<file path="src/sbp_pkg.sv">
package sbp_pkg;
  // register byte offsets
  localparam logic [7:0] OFS_DATA_PINS = 8'h00;
  localparam logic [7:0] OFS_DATA_LAT = 8'h04;
  localparam logic [7:0] OFS_DATA_DIR = 8'h08;
  localparam logic [7:0] OFS_CTRL_PINS = 8'h0c;
  localparam logic [7:0] OFS_CTRL_LAT = 8'h10;
  localparam logic [7:0] OFS_CTRL_DIR = 8'h14;
  localparam logic [7:0] OFS_STATUS = 8'h18;
  localparam logic [7:0] OFS_IRQ_FLAGS = 8'h1c;
  localparam logic [7:0] OFS_IRQ_EN = 8'h20;
  localparam logic [7:0] OFS_IRQ_PRIO = 8'h24;
  localparam logic [7:0] OFS_ANALOG = 8'h28;
  // field positions
  localparam int BIT_IN_BUFFER_OVERFLOW = 5;
  localparam int BIT_MODE = 4;
  localparam int BIT_PSP_IRQ = 7;
  localparam int CTRL_RD = 0;
  localparam int CTRL_WR = 1;
  localparam int CTRL_CS = 2;
  // reset values
  localparam logic [7:0] RST_DATA_LAT = 8'h00;
  localparam logic [7:0] RST_DATA_DIR = 8'hff;
  localparam logic [2:0] RST_CTRL_LAT = 3'h0;
  localparam logic [2:0] RST_CTRL_DIR = 3'h7;
  localparam logic [7:0] RST_IRQ_EN = 8'h00;
  localparam logic [7:0] RST_IRQ_PRIO = 8'h7f;
  localparam logic [2:0] RST_ANALOG = 3'h0;
  localparam logic [2:0] ANALOG_DIGITAL = 3'h7;
  localparam logic [10:0] RST_SYNC = 11'h700;
  // synchronised pin bundle
  typedef struct packed {
    logic [2:0] ctrl;
    logic [7:0] data;
  } sbp_pins_t;
  // control and status layout
  typedef struct packed {
    logic in_buffer_full;
    logic out_buffer_full;
    logic in_buffer_overflow;
    logic slave_port_mode_sel;
    logic [3:0] rsvd;
  } sbp_stat_t;
endpackage : sbp_pkg

</file>
<file path="src/sbp_sync.sv">
module sbp_sync
#(
  parameter int W = 11,
  parameter logic [W-1:0] RST = '0
)
(
  // clock and reset
  input wire logic i_ref_clk,
  input wire logic i_rst_b,
  // async in, filtered out
  input wire logic [W-1:0] i_async,
  output logic [W-1:0] o_sync
);
  genvar g;
  generate
    for (g = 0; g < W; g = g + 1)
    begin : g_bit
      logic s1_ff;
      logic s2_ff;
      logic s3_ff;
      logic out_ff;
      // three stage flops plus an output flop, change taken when stages two and three agree
      always_ff @(posedge i_ref_clk or negedge i_rst_b)
      begin
        if (!i_rst_b)
        begin
          s1_ff <= RST[g];
          s2_ff <= RST[g];
          s3_ff <= RST[g];
          out_ff <= RST[g];
        end
        else
        begin
          s1_ff <= i_async[g];
          s2_ff <= s1_ff;
          s3_ff <= s2_ff;
          if (s2_ff == s3_ff)
            out_ff <= s3_ff;
        end
      end
      assign o_sync[g] = out_ff;
    end
  endgenerate
endmodule : sbp_sync

</file>
<file path="src/sbp_port.sv">
// Local design decisions: the Wishbone slave port and the register offsets.
module sbp_port
  import sbp_pkg::*;
(
  // clock and reset
  input wire logic i_ref_clk,
  input wire logic i_rst_b,
  // wishbone slave
  input wire logic i_wb_cyc,
  input wire logic i_wb_stb,
  input wire logic i_wb_we,
  input wire logic [31:0] i_wb_adr,
  input wire logic [31:0] i_wb_dat,
  input wire logic [3:0] i_wb_sel,
  output logic [31:0] o_wb_dat,
  output logic o_wb_ack,
  // device memory mode
  input wire logic i_micro_mode,
  // data port pins
  input wire logic [7:0] i_data_pin,
  output logic [7:0] o_data_pin,
  output logic [7:0] o_data_oe,
  // control port pins
  input wire logic [2:0] i_ctrl_pin,
  output logic [2:0] o_ctrl_pin,
  output logic [2:0] o_ctrl_oe,
  // interrupt
  output logic o_irq,
  output logic o_irq_prio
);
  sbp_pins_t pins_s;
  sbp_stat_t stat_rd;

  logic ack_ff;
  logic [7:0] rdat_ff;
  logic [7:0] out_latch_ff;
  logic [7:0] data_dir_ff;
  logic [2:0] ctrl_latch_ff;
  logic [2:0] ctrl_dir_ff;
  logic [2:0] analog_cfg_ff;
  logic [7:0] in_buf_ff;
  logic ibf_ff;
  logic obf_ff;
  logic in_buffer_overflow_ff;
  logic mode_ff;
  logic irq_flag_ff;
  logic [7:0] irq_en_ff;
  logic [7:0] irq_prio_ff;
  logic rd_act_ff;
  logic wr_act_ff;

  logic nxt_ibf;
  logic nxt_obf;
  logic nxt_in_buffer_overflow;
  logic nxt_irq_flag;
  logic [7:0] nxt_in_buf;

  // async pin capture
  // strobe and data pin synchroniser
  sbp_sync
  #(
    .W(11),
    .RST(RST_SYNC)
  )
  u_sync
  (
    .i_ref_clk(i_ref_clk),
    .i_rst_b(i_rst_b),
    .i_async({i_ctrl_pin, i_data_pin}),
    .o_sync(pins_s)
  );

  // bus decode
  wire req = i_wb_cyc & i_wb_stb;
  wire wr_en = req & i_wb_we & ack_ff & i_wb_sel[0];
  wire rd_en = req & ~i_wb_we & ack_ff;
  wire [7:0] adr = i_wb_adr[7:0];
  wire [7:0] wdat = i_wb_dat[7:0];
  wire s_dpin = (adr == OFS_DATA_PINS);
  wire s_dlat = (adr == OFS_DATA_LAT);
  wire s_ddir = (adr == OFS_DATA_DIR);
  wire s_cpin = (adr == OFS_CTRL_PINS);
  wire s_clat = (adr == OFS_CTRL_LAT);
  wire s_cdir = (adr == OFS_CTRL_DIR);
  wire s_stat = (adr == OFS_STATUS);
  wire s_iflg = (adr == OFS_IRQ_FLAGS);
  wire s_ien = (adr == OFS_IRQ_EN);
  wire s_ipri = (adr == OFS_IRQ_PRIO);
  wire s_anlg = (adr == OFS_ANALOG);

  // mode gating
  // slave port gating
  wire psp_on = mode_ff & i_micro_mode;
  wire ctrl_digital = (analog_cfg_ff == ANALOG_DIGITAL);

  wire rd_act = psp_on & ~pins_s.ctrl[CTRL_CS] & ~pins_s.ctrl[CTRL_RD];
  wire wr_act = psp_on & ~pins_s.ctrl[CTRL_CS] & ~pins_s.ctrl[CTRL_WR];
  wire wr_start = wr_act & ~wr_act_ff;
  wire wr_end = ~wr_act & wr_act_ff;
  wire rd_start = rd_act & ~rd_act_ff;
  wire rd_end = ~rd_act & rd_act_ff;

  // cpu accesses with side effects
  wire cpu_rd_data = rd_en & s_dpin & psp_on;
  wire cpu_wr_data = wr_en & s_dpin & psp_on;
  wire wr_lat = wr_en & (s_dpin | s_dlat);
  wire wr_stat = wr_en & s_stat;
  wire wr_flags = wr_en & s_iflg;

  // flag next values, set wins over clear
  // input full tracking
  assign nxt_ibf = wr_start | (ibf_ff & ~cpu_rd_data);
  assign nxt_in_buffer_overflow = (wr_start & ibf_ff & ~cpu_rd_data) |
                    (in_buffer_overflow_ff & ~(wr_stat & ~wdat[BIT_IN_BUFFER_OVERFLOW]));
  assign nxt_obf = cpu_wr_data | (obf_ff & ~rd_end);
  assign nxt_irq_flag = (rd_end | wr_end) |
                        (irq_flag_ff & ~(wr_flags & wdat[BIT_PSP_IRQ]));
  assign nxt_in_buf = wr_start ? pins_s.data : in_buf_ff;

  // read view
  // status layout
  assign stat_rd = '{
    in_buffer_full: ibf_ff,
    out_buffer_full: obf_ff,
    in_buffer_overflow: in_buffer_overflow_ff,
    slave_port_mode_sel: mode_ff,
    rsvd: 4'h0
  };
  wire [7:0] dpin_rd = psp_on ? in_buf_ff : pins_s.data;
  wire [7:0] cpin_rd = ctrl_digital ? {5'h00, pins_s.ctrl} : 8'h00;
  wire [7:0] flags_rd = {irq_flag_ff, 7'h00};
  wire [7:0] rd_mux = ({8{s_dpin}} & dpin_rd) |
                      ({8{s_dlat}} & out_latch_ff) |
                      ({8{s_ddir}} & data_dir_ff) |
                      ({8{s_cpin}} & cpin_rd) |
                      ({8{s_clat}} & {5'h00, ctrl_latch_ff}) |
                      ({8{s_cdir}} & {5'h00, ctrl_dir_ff}) |
                      ({8{s_stat}} & stat_rd) |
                      ({8{s_iflg}} & flags_rd) |
                      ({8{s_ien}} & irq_en_ff) |
                      ({8{s_ipri}} & irq_prio_ff) |
                      ({8{s_anlg}} & {5'h00, analog_cfg_ff});

  // bus answer, one wait cycle
  always_ff @(posedge i_ref_clk or negedge i_rst_b)
  begin
    if (!i_rst_b)
    begin
      ack_ff <= 1'b0;
      rdat_ff <= 8'h00;
    end
    else
    begin
      ack_ff <= req & ~ack_ff;
      if (req & ~ack_ff)
        rdat_ff <= rd_mux;
    end
  end

  assign o_wb_ack = ack_ff;
  assign o_wb_dat = {24'h000000, rdat_ff};

  // data port registers
  // latch write
  always_ff @(posedge i_ref_clk or negedge i_rst_b)
  begin
    if (!i_rst_b)
    begin
      out_latch_ff <= RST_DATA_LAT;
      data_dir_ff <= RST_DATA_DIR;
    end
    else
    begin
      if (wr_lat)
        out_latch_ff <= wdat;
      if (wr_en & s_ddir)
        data_dir_ff <= wdat;
    end
  end

  // control port registers
  always_ff @(posedge i_ref_clk or negedge i_rst_b)
  begin
    if (!i_rst_b)
    begin
      ctrl_latch_ff <= RST_CTRL_LAT;
      ctrl_dir_ff <= RST_CTRL_DIR;
      analog_cfg_ff <= RST_ANALOG;
    end
    else
    begin
      if (wr_en & (s_cpin | s_clat))
        ctrl_latch_ff <= wdat[2:0];
      if (wr_en & s_cdir)
        ctrl_dir_ff <= wdat[2:0];
      if (wr_en & s_anlg)
        analog_cfg_ff <= wdat[2:0];
    end
  end

  // slave port status
  always_ff @(posedge i_ref_clk or negedge i_rst_b)
  begin
    if (!i_rst_b)
    begin
      ibf_ff <= 1'b0;
      obf_ff <= 1'b0;
      in_buffer_overflow_ff <= 1'b0;
      mode_ff <= 1'b0;
      in_buf_ff <= 8'h00;
    end
    else
    begin
      ibf_ff <= nxt_ibf;
      obf_ff <= nxt_obf;
      in_buffer_overflow_ff <= nxt_in_buffer_overflow;
      in_buf_ff <= nxt_in_buf;
      if (wr_stat)
        mode_ff <= wdat[BIT_MODE];
    end
  end

  // strobe history
  // async access tracking
  always_ff @(posedge i_ref_clk or negedge i_rst_b)
  begin
    if (!i_rst_b)
    begin
      rd_act_ff <= 1'b0;
      wr_act_ff <= 1'b0;
    end
    else
    begin
      rd_act_ff <= rd_act;
      wr_act_ff <= wr_act;
    end
  end

  // interrupt registers
  always_ff @(posedge i_ref_clk or negedge i_rst_b)
  begin
    if (!i_rst_b)
    begin
      irq_flag_ff <= 1'b0;
      irq_en_ff <= RST_IRQ_EN;
      irq_prio_ff <= RST_IRQ_PRIO;
    end
    else
    begin
      irq_flag_ff <= nxt_irq_flag;
      if (wr_en & s_ien)
        irq_en_ff <= wdat;
      if (wr_en & s_ipri)
        irq_prio_ff <= wdat;
    end
  end

  assign o_irq = irq_flag_ff & irq_en_ff[BIT_PSP_IRQ] & i_micro_mode;
  assign o_irq_prio = irq_prio_ff[BIT_PSP_IRQ];

  // pin drivers
  // in slave port mode, drive latch during read only; otherwise per direction register
  assign o_data_oe = psp_on ? {8{rd_act_ff}} : ~data_dir_ff;
  assign o_data_pin = out_latch_ff;
  assign o_ctrl_oe = psp_on ? 3'h0 : ~ctrl_dir_ff;
  assign o_ctrl_pin = ctrl_latch_ff;

  // rd_start kept for symmetry of the edge pair
  wire unused_ok = rd_start & ^i_wb_adr[31:8] & ^i_wb_dat[31:8]
                   & ^i_wb_sel[3:1];
endmodule : sbp_port

</file>
<file path="config.mk">
export PLATFORM = sky130hd
export DESIGN_NAME = sbp_port
export DESIGN_NICKNAME = d
export VERILOG_FILES = /design/src/sbp_pkg.sv /design/src/sbp_sync.sv /design/src/sbp_port.sv
export SDC_FILE = /design/constraint.sdc
export NUM_CORES = 1
export LEC_CHECK = 0
export ABC_AREA = 1
export BUFFER_PORTS_ARGS = -buffer_cell sky130_fd_sc_hd__buf_2
export CAP_MARGIN = 0
export CORE_MARGIN = 3
export CORE_UTILIZATION = 30
export DETAILED_ROUTE_END_ITERATION = 6
export PLACE_DENSITY = 0.52
export SLEW_MARGIN = 20
export SYNTH_ARGS = -nofsm -noshare
export SYNTH_HDL_FRONTEND = slang
export SYNTH_SLANG_ARGS = --single-unit
</file>
<file path="constraint.sdc">
create_clock -name i_ref_clk -period 3.3 [get_ports i_ref_clk]
set_clock_uncertainty 0.2 [all_clocks]
set_input_delay 0.99 -clock i_ref_clk [delete_from_list [all_inputs] [get_ports i_ref_clk]]
set_output_delay 0.99 -clock i_ref_clk [all_outputs]
set_load 0.02 [all_outputs]
</file>
==> results.cfg, run 1 <==
[status]
status = completed

[final_layout]
seqCellArea_mm2 = 0.00277
multi_input_area_mm2 = 0.00162
nFillCells = 1566
utilization = 0.364
drive_gt1_frac = 0.265
diodes = 0
final_cell_mix = 131 x nand2_1, 79 x dfrtp_1, 65 x buf_2, 52 x o21ai_0, 43 x nor2_1
fin_nets = 666
syn_to_final_growth_pct = 18.0
final_common_cell = nand2_1

[route]
via_count = 3437
wl_um = 10700
drt_pass1_iterations = 4
detail-route-antenna-nets = 0
wire_per_inst_um = 13.4
routed_via_density = 4.31
drt_iter0_drc = 256
drc = 0

[synthesis]
async_flop_share = 1.00
yosys_most_used_dff = dfrtp_1
synth.distinct_cells = 24
netlist_instances = 503
yosysWarnings = 0
synth_seq_cells = 109
syn_area_mm2 = 0.00470
synth-seq-area-share = 0.588
synth_top_area_frac = 0.420
synth_edf_count = 0
synth_area_per_cell_um2 = 9.35
synth_largest_area_cell = dfrtp_1
netlist_top_cells_area = dfrtp_1 42%, dfstp_2 17%, nand2_1 10%

[clock_network]
clk_pin_slew_ns = 0.07
clk_path_buf_depth = 2
root_buffer = clkbuf_16
postCtsHoldBufs = 0
insertion_delay_ns = 0.35
tritoncts = done
ctsResizeCount = 0
cts_max_level = 3
cts_buffers = 9
cts_setup_buffers = 0
clock-sinks = 109

[critical_path]
worstPathRequired_ns = 2.11
crit_chain = buf_2, nand2_2, inv_1, buf_4, o21ai_0, buf_2
reg2reg_depth = 4
critPathLaunchType = input pin
worstSetupEndpointType = output port
worst-path-buf-inv = 4
critical_path.max_stage_delay_ns = 0.23
crit_type = input pin to output port
path_max_fanout = 14
r2r-end = data_dir_ff[6]$_DFFE_PN1P_
r2r_slack_ns = 1.27
cp_common_cell = buf_2
r2r-start = o_wb_ack$_DFF_PN0_
path_delay_family = buffers and inverters
cpMaxStageDelayCell = o21ai_0
cp.arrival_ns = 1.87

[hold_path]
worstHoldStart = u_sync.g_bit[0].s1_ff$_DFF_PN0_
min_path_type = flop to flop
hold_path_depth = 0
hold_path_end = u_sync.g_bit[0].s2_ff$_DFF_PN0_

[timing]
worstMarginPinSlew_ns = 0.912
setup_viol = 0
timing.final.ws_setup_ns = 0.239
slew_viol_final = 0
hold_violations = 0
slew_headroom = 0.392
min_period_over_period = 0.928
setup-tns-final_ns = 0
fmax_mhz = 327
rsz0062_at_grt = false
fin_crit_ns = 3.06

[floorplanning]
num_rows = 45
core_mm2 = 0.0153
fp.dieW_um = 131
die-area_mm2 = 0.0172
die_h_um = 131
start_util = 0.308
num_io_pins = 142

[power]
switchingPower_mw = 0.718
power_mw = 2.90
pwr-share-clk = 0.395
ir_worst_vdd_v = 0.000235
leakagePower_nw = 2.63
combPwrFrac = 0.099
switching_share = 0.248
power_density_mw_per_mm2 = 522
p_int_mw = 2.18
pwr-share-seq = 0.506

[grt]
grt_pass1_wl_um = 17700
grt_max_degree = 68
grt_use_total = 0.128
grt_pass1_vias = 3458
antenna_found_initial = 0
gr-total-overflow = 0

[placed_design]
place_congestion = 0.828
dp_hpwl_um = 7880
dpl_worst_slack_ns = 0.252
numPortBuffers = 66

[flow_run]
maxCapViolCount = 0
-- flip-flops by register name, indices dropped and copies added, names as in the netlist, 8 cells and up --
register and cells:
u_sync.g_bit.out_ff 11, u_sync.g_bit.s1_ff 11, u_sync.g_bit.s2_ff 11, u_sync.g_bit.s3_ff 11
data_dir_ff 8, in_buf_ff 8, irq_en_ff 8, irq_prio_ff 8
o_data_pin 8, rdat_ff 8
-- synthesized netlist by cell type, types with 2 or more instances --
master / n
inv_1: 39
buf_6: 4
dfrtp_1: 79
inv_2: 2
buf_2: 3
o21ai_2: 16
nor2_1: 43
nor2_2: 8
clkbuf_1: 2
maj3_1: 11
buf_4: 24
nand3_1: 38
nand2_2: 3
nand2_1: 131
a21oi_1: 11
o21ai_0: 52
dfstp_2: 30
-- power groups by stage --
stage / clock network [mW] / registers [mW] / logic (mW)
after CTS: 1.17 / 1.47 / 0.290
final: 1.14 / 1.47 / 0.286
after detailed placement: 0 / 1.49 / 0.290
after global routing: 1.22 / 1.48 / 0.321
after global placement: 0 / 1.49 / 0.282
after floorplan: 0 / 1.50 / 0.181
-- how the worst max path moves through the flow --
stage,from,end,cells after the start
6_report,i_micro_mode,o_data_oe[7],6
5_1_grt,i_micro_mode,o_data_oe[0],6
4_1_cts,i_micro_mode,o_data_oe[7],6
3_5_place_dp,i_micro_mode,o_data_oe[7],6
3_3_place_gp,i_micro_mode,o_data_oe[0],6
2_1_floorplan,i_micro_mode,o_data_oe[0],5
-- routing by layer --
metal / share of wire / GRT usage / vias up
li1: - / - / 1723
met1: 0.49 / 0.175 / 1594
met2: 0.44 / 0.199 / 105
met3: 0.053 / 0.0283 / 15
met4: 0.016 / 0.0525 / 0
met5: 0 / 0 / -
-- per-stage QoR --
stage | std cells | area [µm²] | hold WS, ns
after floorplan | 526 | 4790 | 0.131
after global placement | 781 | 5230 | 0.133
final | 797 | 5550 | 0.148
after CTS | 797 | 5550 | 0.151
after detailed placement | 781 | 5230 | 0.135
after global routing | 797 | 5550 | 0.157
-- cell families after synthesis --
logic type,Yosys count,share of synthesized area
compound gates,81,0.0998
simple gates,227,0.203
fa+ha+maj,11,0.0234
other cells,1,0.000798
flops,109,0.588
buf+inv,74,0.0854
-- area by class of cell --
type | count | area share
inverter | 41 | 0.0277
clock inverter | 7 | 0.0160
tap | 211 | 0.0476
clock buffer | 9 | 0.0406
sequential | 109 | 0.499
timing repair buffer | 77 | 0.0771
multi-input combinational | 343 | 0.292
No activity file was read; power rests on OpenSTA's default activity.
==> inputs of run 2 (changes only) <==
GPL_TIMING_DRIVEN = 0   (was not set)
==> results.cfg, run 2 (same netlist as run 1, synthesis figures left out) <==
[grt]
grt_pass1_vias = 3678
grt_pass1_wl_um = 18800
top_usage_layer = met2
grtUsageMet3 = 0.0368
antenna_found_initial = 0
grt_use_total = 0.137
grt_max_degree = 58
met2_usage = 0.205
gr-total-overflow = 0
grt_util_met1 = 0.175

[clock_network]
cts_max_level = 3
clock-sinks = 109
root_buffer = clkbuf_16
clk_pin_slew_ns = 0.06
tritoncts = done
cts_buffers = 9
cts_setup_buffers = 0
clk_path_buf_depth = 2
insertion_delay_ns = 0.35

[final_layout]
diodes = 0
nFillCells = 1548
design_area_mm2 = 0.00575
drive_gt1_frac = 0.298
fin_nets = 689
instances_no_fill = 819
final_cell_mix = 130 x nand2_1, 79 x dfrtp_1, 61 x buf_2, 44 x o21ai_0, 43 x nor2_1
syn_to_final_growth_pct = 22.3
final_common_cell = nand2_1

[placed_design]
place_congestion = 0.834
numPortBuffers = 66
dp_hpwl_um = 8550
postPlaceCellArea_mm2 = 0.00542
dpl.cell_count = 804

[hold_path]
worstHoldStart = u_sync.g_bit[1].s1_ff$_DFF_PN0_
hold_path_end = u_sync.g_bit[1].s2_ff$_DFF_PN0_
min_path_type = flop to flop
hold_path_depth = 0

[critical_path]
r2r-end = rdat_ff[5]$_DFFE_PN0P_
worstSetupEndpointType = output port
worstPathRequired_ns = 2.11
reg2reg_depth = 5
r2r-start = o_wb_ack$_DFF_PN0_
critPathLaunchType = input pin
cp.arrival_ns = 2.04
crit_type = input pin to output port
r2r_slack_ns = 1.23
path_max_fanout = 10

[route]
via_count = 3584
drt_pass1_iterations = 4
wire_per_inst_um = 13.9
wl_um = 11300
detail-route-antenna-nets = 0
routed_via_density = 4.38
drt_iter0_drc = 226
drc = 0

[floorplanning]
fp.dieW_um = 131
num_rows = 45
die-area_mm2 = 0.0172
num_io_pins = 142
start_util = 0.308
die_h_um = 131
core_mm2 = 0.0153

[timing]
rsz0062_at_grt = false
hold_violations = 0
slew_headroom = 0.560
slew_viol_final = 0
setup_viol = 0
min_period_over_period = 0.980
fmax_mhz = 309
worstMarginPinSlew_ns = 0.658
fin_crit_ns = 3.23
setup-tns-final_ns = 0

[power]
leakagePower_nw = 2.75
ir_worst_vdd_v = 0.000271
power_density_mw_per_mm2 = 485

[status]
status = completed

[flow_run]
maxCapViolCount = 0
-- run 2: final cells by class --
type	count	area, µm²	share of cell area
plain buffers	33	258	0.0448
inverters	41	154	0.0268
clock inverters	2	8.76	0.00152
flip-flops and latches	109	2770	0.481
repair buffers	67	379	0.0659
multi-input cells	343	1660	0.289
clock buffers	13	260	0.0453
well taps	211	264	0.0459
-- run 2: routing by layer --
layer,vias up,wire [µm]
met5,-,0
li1,1766,-
met1,1677,5210
met4,0,350
met2,116,5080
met3,25,698
-- run 2: timing repair --
item / CTS / global route
setup endpoints to repair: 11 / 8
pin swaps: 0 / 0
gates resized for setup: 18 / 11
hold buffers: 0 / 0
-- run 2: where the power goes --
group / total (mW) / internal [mW] / switching, mW
clock network: 0.999 / 0.546 / 0.453
logic: 0.322 / 0.119 / 0.204
registers: 1.47 / 1.42 / 0.0433
-- run 2: worst max-delay path by stage --
stage | startpoint | endpoint | slack (ns) | cells after the start
after floorplan | i_micro_mode | o_data_oe[0] | 0.09 | 5
after global placement | i_micro_mode | o_data_oe[1] | -0.37 | 7
after detailed placement | i_micro_mode | o_data_oe[0] | -0.37 | 7
after CTS | i_micro_mode | o_data_oe[4] | -0.03 | 7
after global routing | i_micro_mode | o_data_oe[6] | 0.003 | 7
final | i_micro_mode | o_data_oe[6] | 0.07 | 7
-- run 2: metrics by stage --
stage | hold slack [ns] | setup slack, ns | util | total power, mW
finish | 0.149 | 0.0670 | 0.377 | 2.79
global route | 0.152 | 0.00299 | 0.377 | 2.93
CTS | 0.150 | -0.0279 | 0.374 | 2.83
detailed placement | 0.135 | -0.367 | 0.355 | 1.81
global placement | 0.131 | -0.365 | 0.353 | 1.79
floorplan | 0.131 | 0.0886 | - | 1.68
-- run 2: critical path, cell delays in order --
cell	delay (ns)
buf_2	0.14
nand2_4	0.12
inv_1	0.10
buf_4	0.20
buf_6	0.16
o21ai_1	0.14
buf_2	0.19
==> inputs of run 3 (changes only) <==
CORE_ASPECT_RATIO = 0.7   (was not set)
CORE_UTILIZATION = 55   (was 30)
PLACE_DENSITY = 0.86   (was 0.52)
==> results.cfg, run 3 (same netlist as run 1, synthesis figures left out) <==
[floorplanning]
die_h_um = 83.4
start_util = 0.582
die-area_mm2 = 0.00971
num_io_pins = 142
core_mm2 = 0.00807
fp.dieW_um = 117
num_rows = 27

[critical_path]
critPathLaunchType = input pin
path_delay_family = buffers and inverters
cp.arrival_ns = 2.03
cpMaxStageDelayCell = buf_4
crit_type = input pin to output port
worstPathRequired_ns = 2.11
crit_chain = buf_2, nand2_4, inv_2, buf_4, buf_4, o21ai_0, buf_2
path_max_fanout = 10
worstSetupEndpointType = output port
worst-path-buf-inv = 5
critical_path.max_stage_delay_ns = 0.19

[final_layout]
drive_gt1_frac = 0.296
syn_to_final_growth_pct = 19.5
seqCellArea_mm2 = 0.00277
diodes = 0
nFillCells = 628
final_common_cell = nand2_1
design_area_mm2 = 0.00562
fin_nets = 689
final_cell_mix = 130 x nand2_1, 79 x dfrtp_1, 62 x buf_2, 48 x o21ai_0, 43 x nor2_1
multi_input_area_mm2 = 0.00163

[flow_run]
maxCapViolCount = 0

[placed_design]
postPlaceCellArea_mm2 = 0.00528
numPortBuffers = 66
dp_hpwl_um = 8300
place_congestion = 0.927

[grt]
antenna_found_initial = 0
gr-total-overflow = 0
grt_pass1_wl_um = 18600
grt_use_total = 0.249
grt_max_degree = 74
grt_pass1_vias = 3657

[timing]
hold_violations = 0
fin_crit_ns = 3.22
min_period_over_period = 0.975
fmax_mhz = 311
slew_viol_final = 0
worstMarginPinSlew_ns = 0.705
rsz0062_at_grt = false
slew_headroom = 0.528
setup_viol = 0

[route]
detail-route-antenna-nets = 0
wire_per_inst_um = 16.0
via_count = 3751
routed_via_density = 5.28
drc = 0
drt_iter0_drc = 299
drt_pass1_iterations = 5
wl_um = 11400

[power]
leakagePower_nw = 2.75
power_density_mw_per_mm2 = 513
power_mw = 2.88
ir_worst_vdd_v = 0.000336

[clock_network]
root_buffer = clkbuf_16
insertion_delay_ns = 0.35
clock-sinks = 109
clk_pin_slew_ns = 0.07
clk_path_buf_depth = 2
cts_buffers = 9
tritoncts = done
cts_max_level = 3

[status]
status = completed

[hold_path]
min_path_type = flop to flop
run 3: power breakdown:
part           internal [mW]  switching (mW)  leakage, nW  total, mW
clock                  0.577           0.515        0.153       1.09
combinational          0.116           0.204         1.31      0.320
sequential              1.42          0.0471         1.29       1.47
total                   2.12           0.766         2.75       2.88
run 3: stage by stage:
step           std cells  TNS (ns)   util  hold WS (ns)  setup slack (ns)
2_1_floorplan        526         0      -         0.131            0.0886
3_3_place_gp         693     -7.14  0.650         0.132            -0.306
3_5_place_dp         694     -2.74  0.654         0.136            -0.342
4_1_cts              710         0  0.694         0.152            0.0400
5_1_grt              710         0  0.696         0.156           0.00741
6_report             710         0  0.696         0.149            0.0813
run 3: area by class of cell:
type | count | share of cell area
buffer | 33 | 0.0452
timing repair buffer | 67 | 0.0671
clock inverter | 6 | 0.0102
inverter | 41 | 0.0274
multi-input combinational | 343 | 0.291
clock buffer | 10 | 0.0446
sequential | 109 | 0.492
tap | 101 | 0.0225
run 3: worst paths after layout:
| check | cells after the start | end | slack [ns] | from |
|---|---|---|---|---|
| setup / recovery | 7 | o_data_oe[5] | 0.08 | i_micro_mode |
| hold / removal | 0 | u_sync.g_bit[0].s2_ff$_DFF_PN0_ | 0.15 | u_sync.g_bit[0].s1_ff$_DFF_PN0_ |
| setup reg to reg | 5 | data_dir_ff[7]$_DFFE_PN1P_ | 1.27 | o_wb_ack$_DFF_PN0_ |
| hold reg to reg | 0 | u_sync.g_bit[0].s2_ff$_DFF_PN0_ | 0.15 | u_sync.g_bit[0].s1_ff$_DFF_PN0_ |
| max in group asynchronous | 2 | data_dir_ff[4]$_DFFE_PN1P_ | 1.86 | i_rst_b |
| min in group asynchronous | 1 | u_sync.g_bit[0].s1_ff$_DFF_PN0_ | 0.33 | i_rst_b |
run 3: metal layers:
metal	track usage	wire [µm]
met1	0.363	5000
met2	0.370	5170
met3	0.0677	1090
met4	0.0664	131
met5	0	0
run 3: what timing repair did:
item / 4_1_cts / 5_1_grt
hold endpoints to repair: 0 / 0
resized for setup: 8 / 9
setup endpoints to repair: 11 / 7
hold buffers: 0 / 0
buffers inserted: 0 / 0
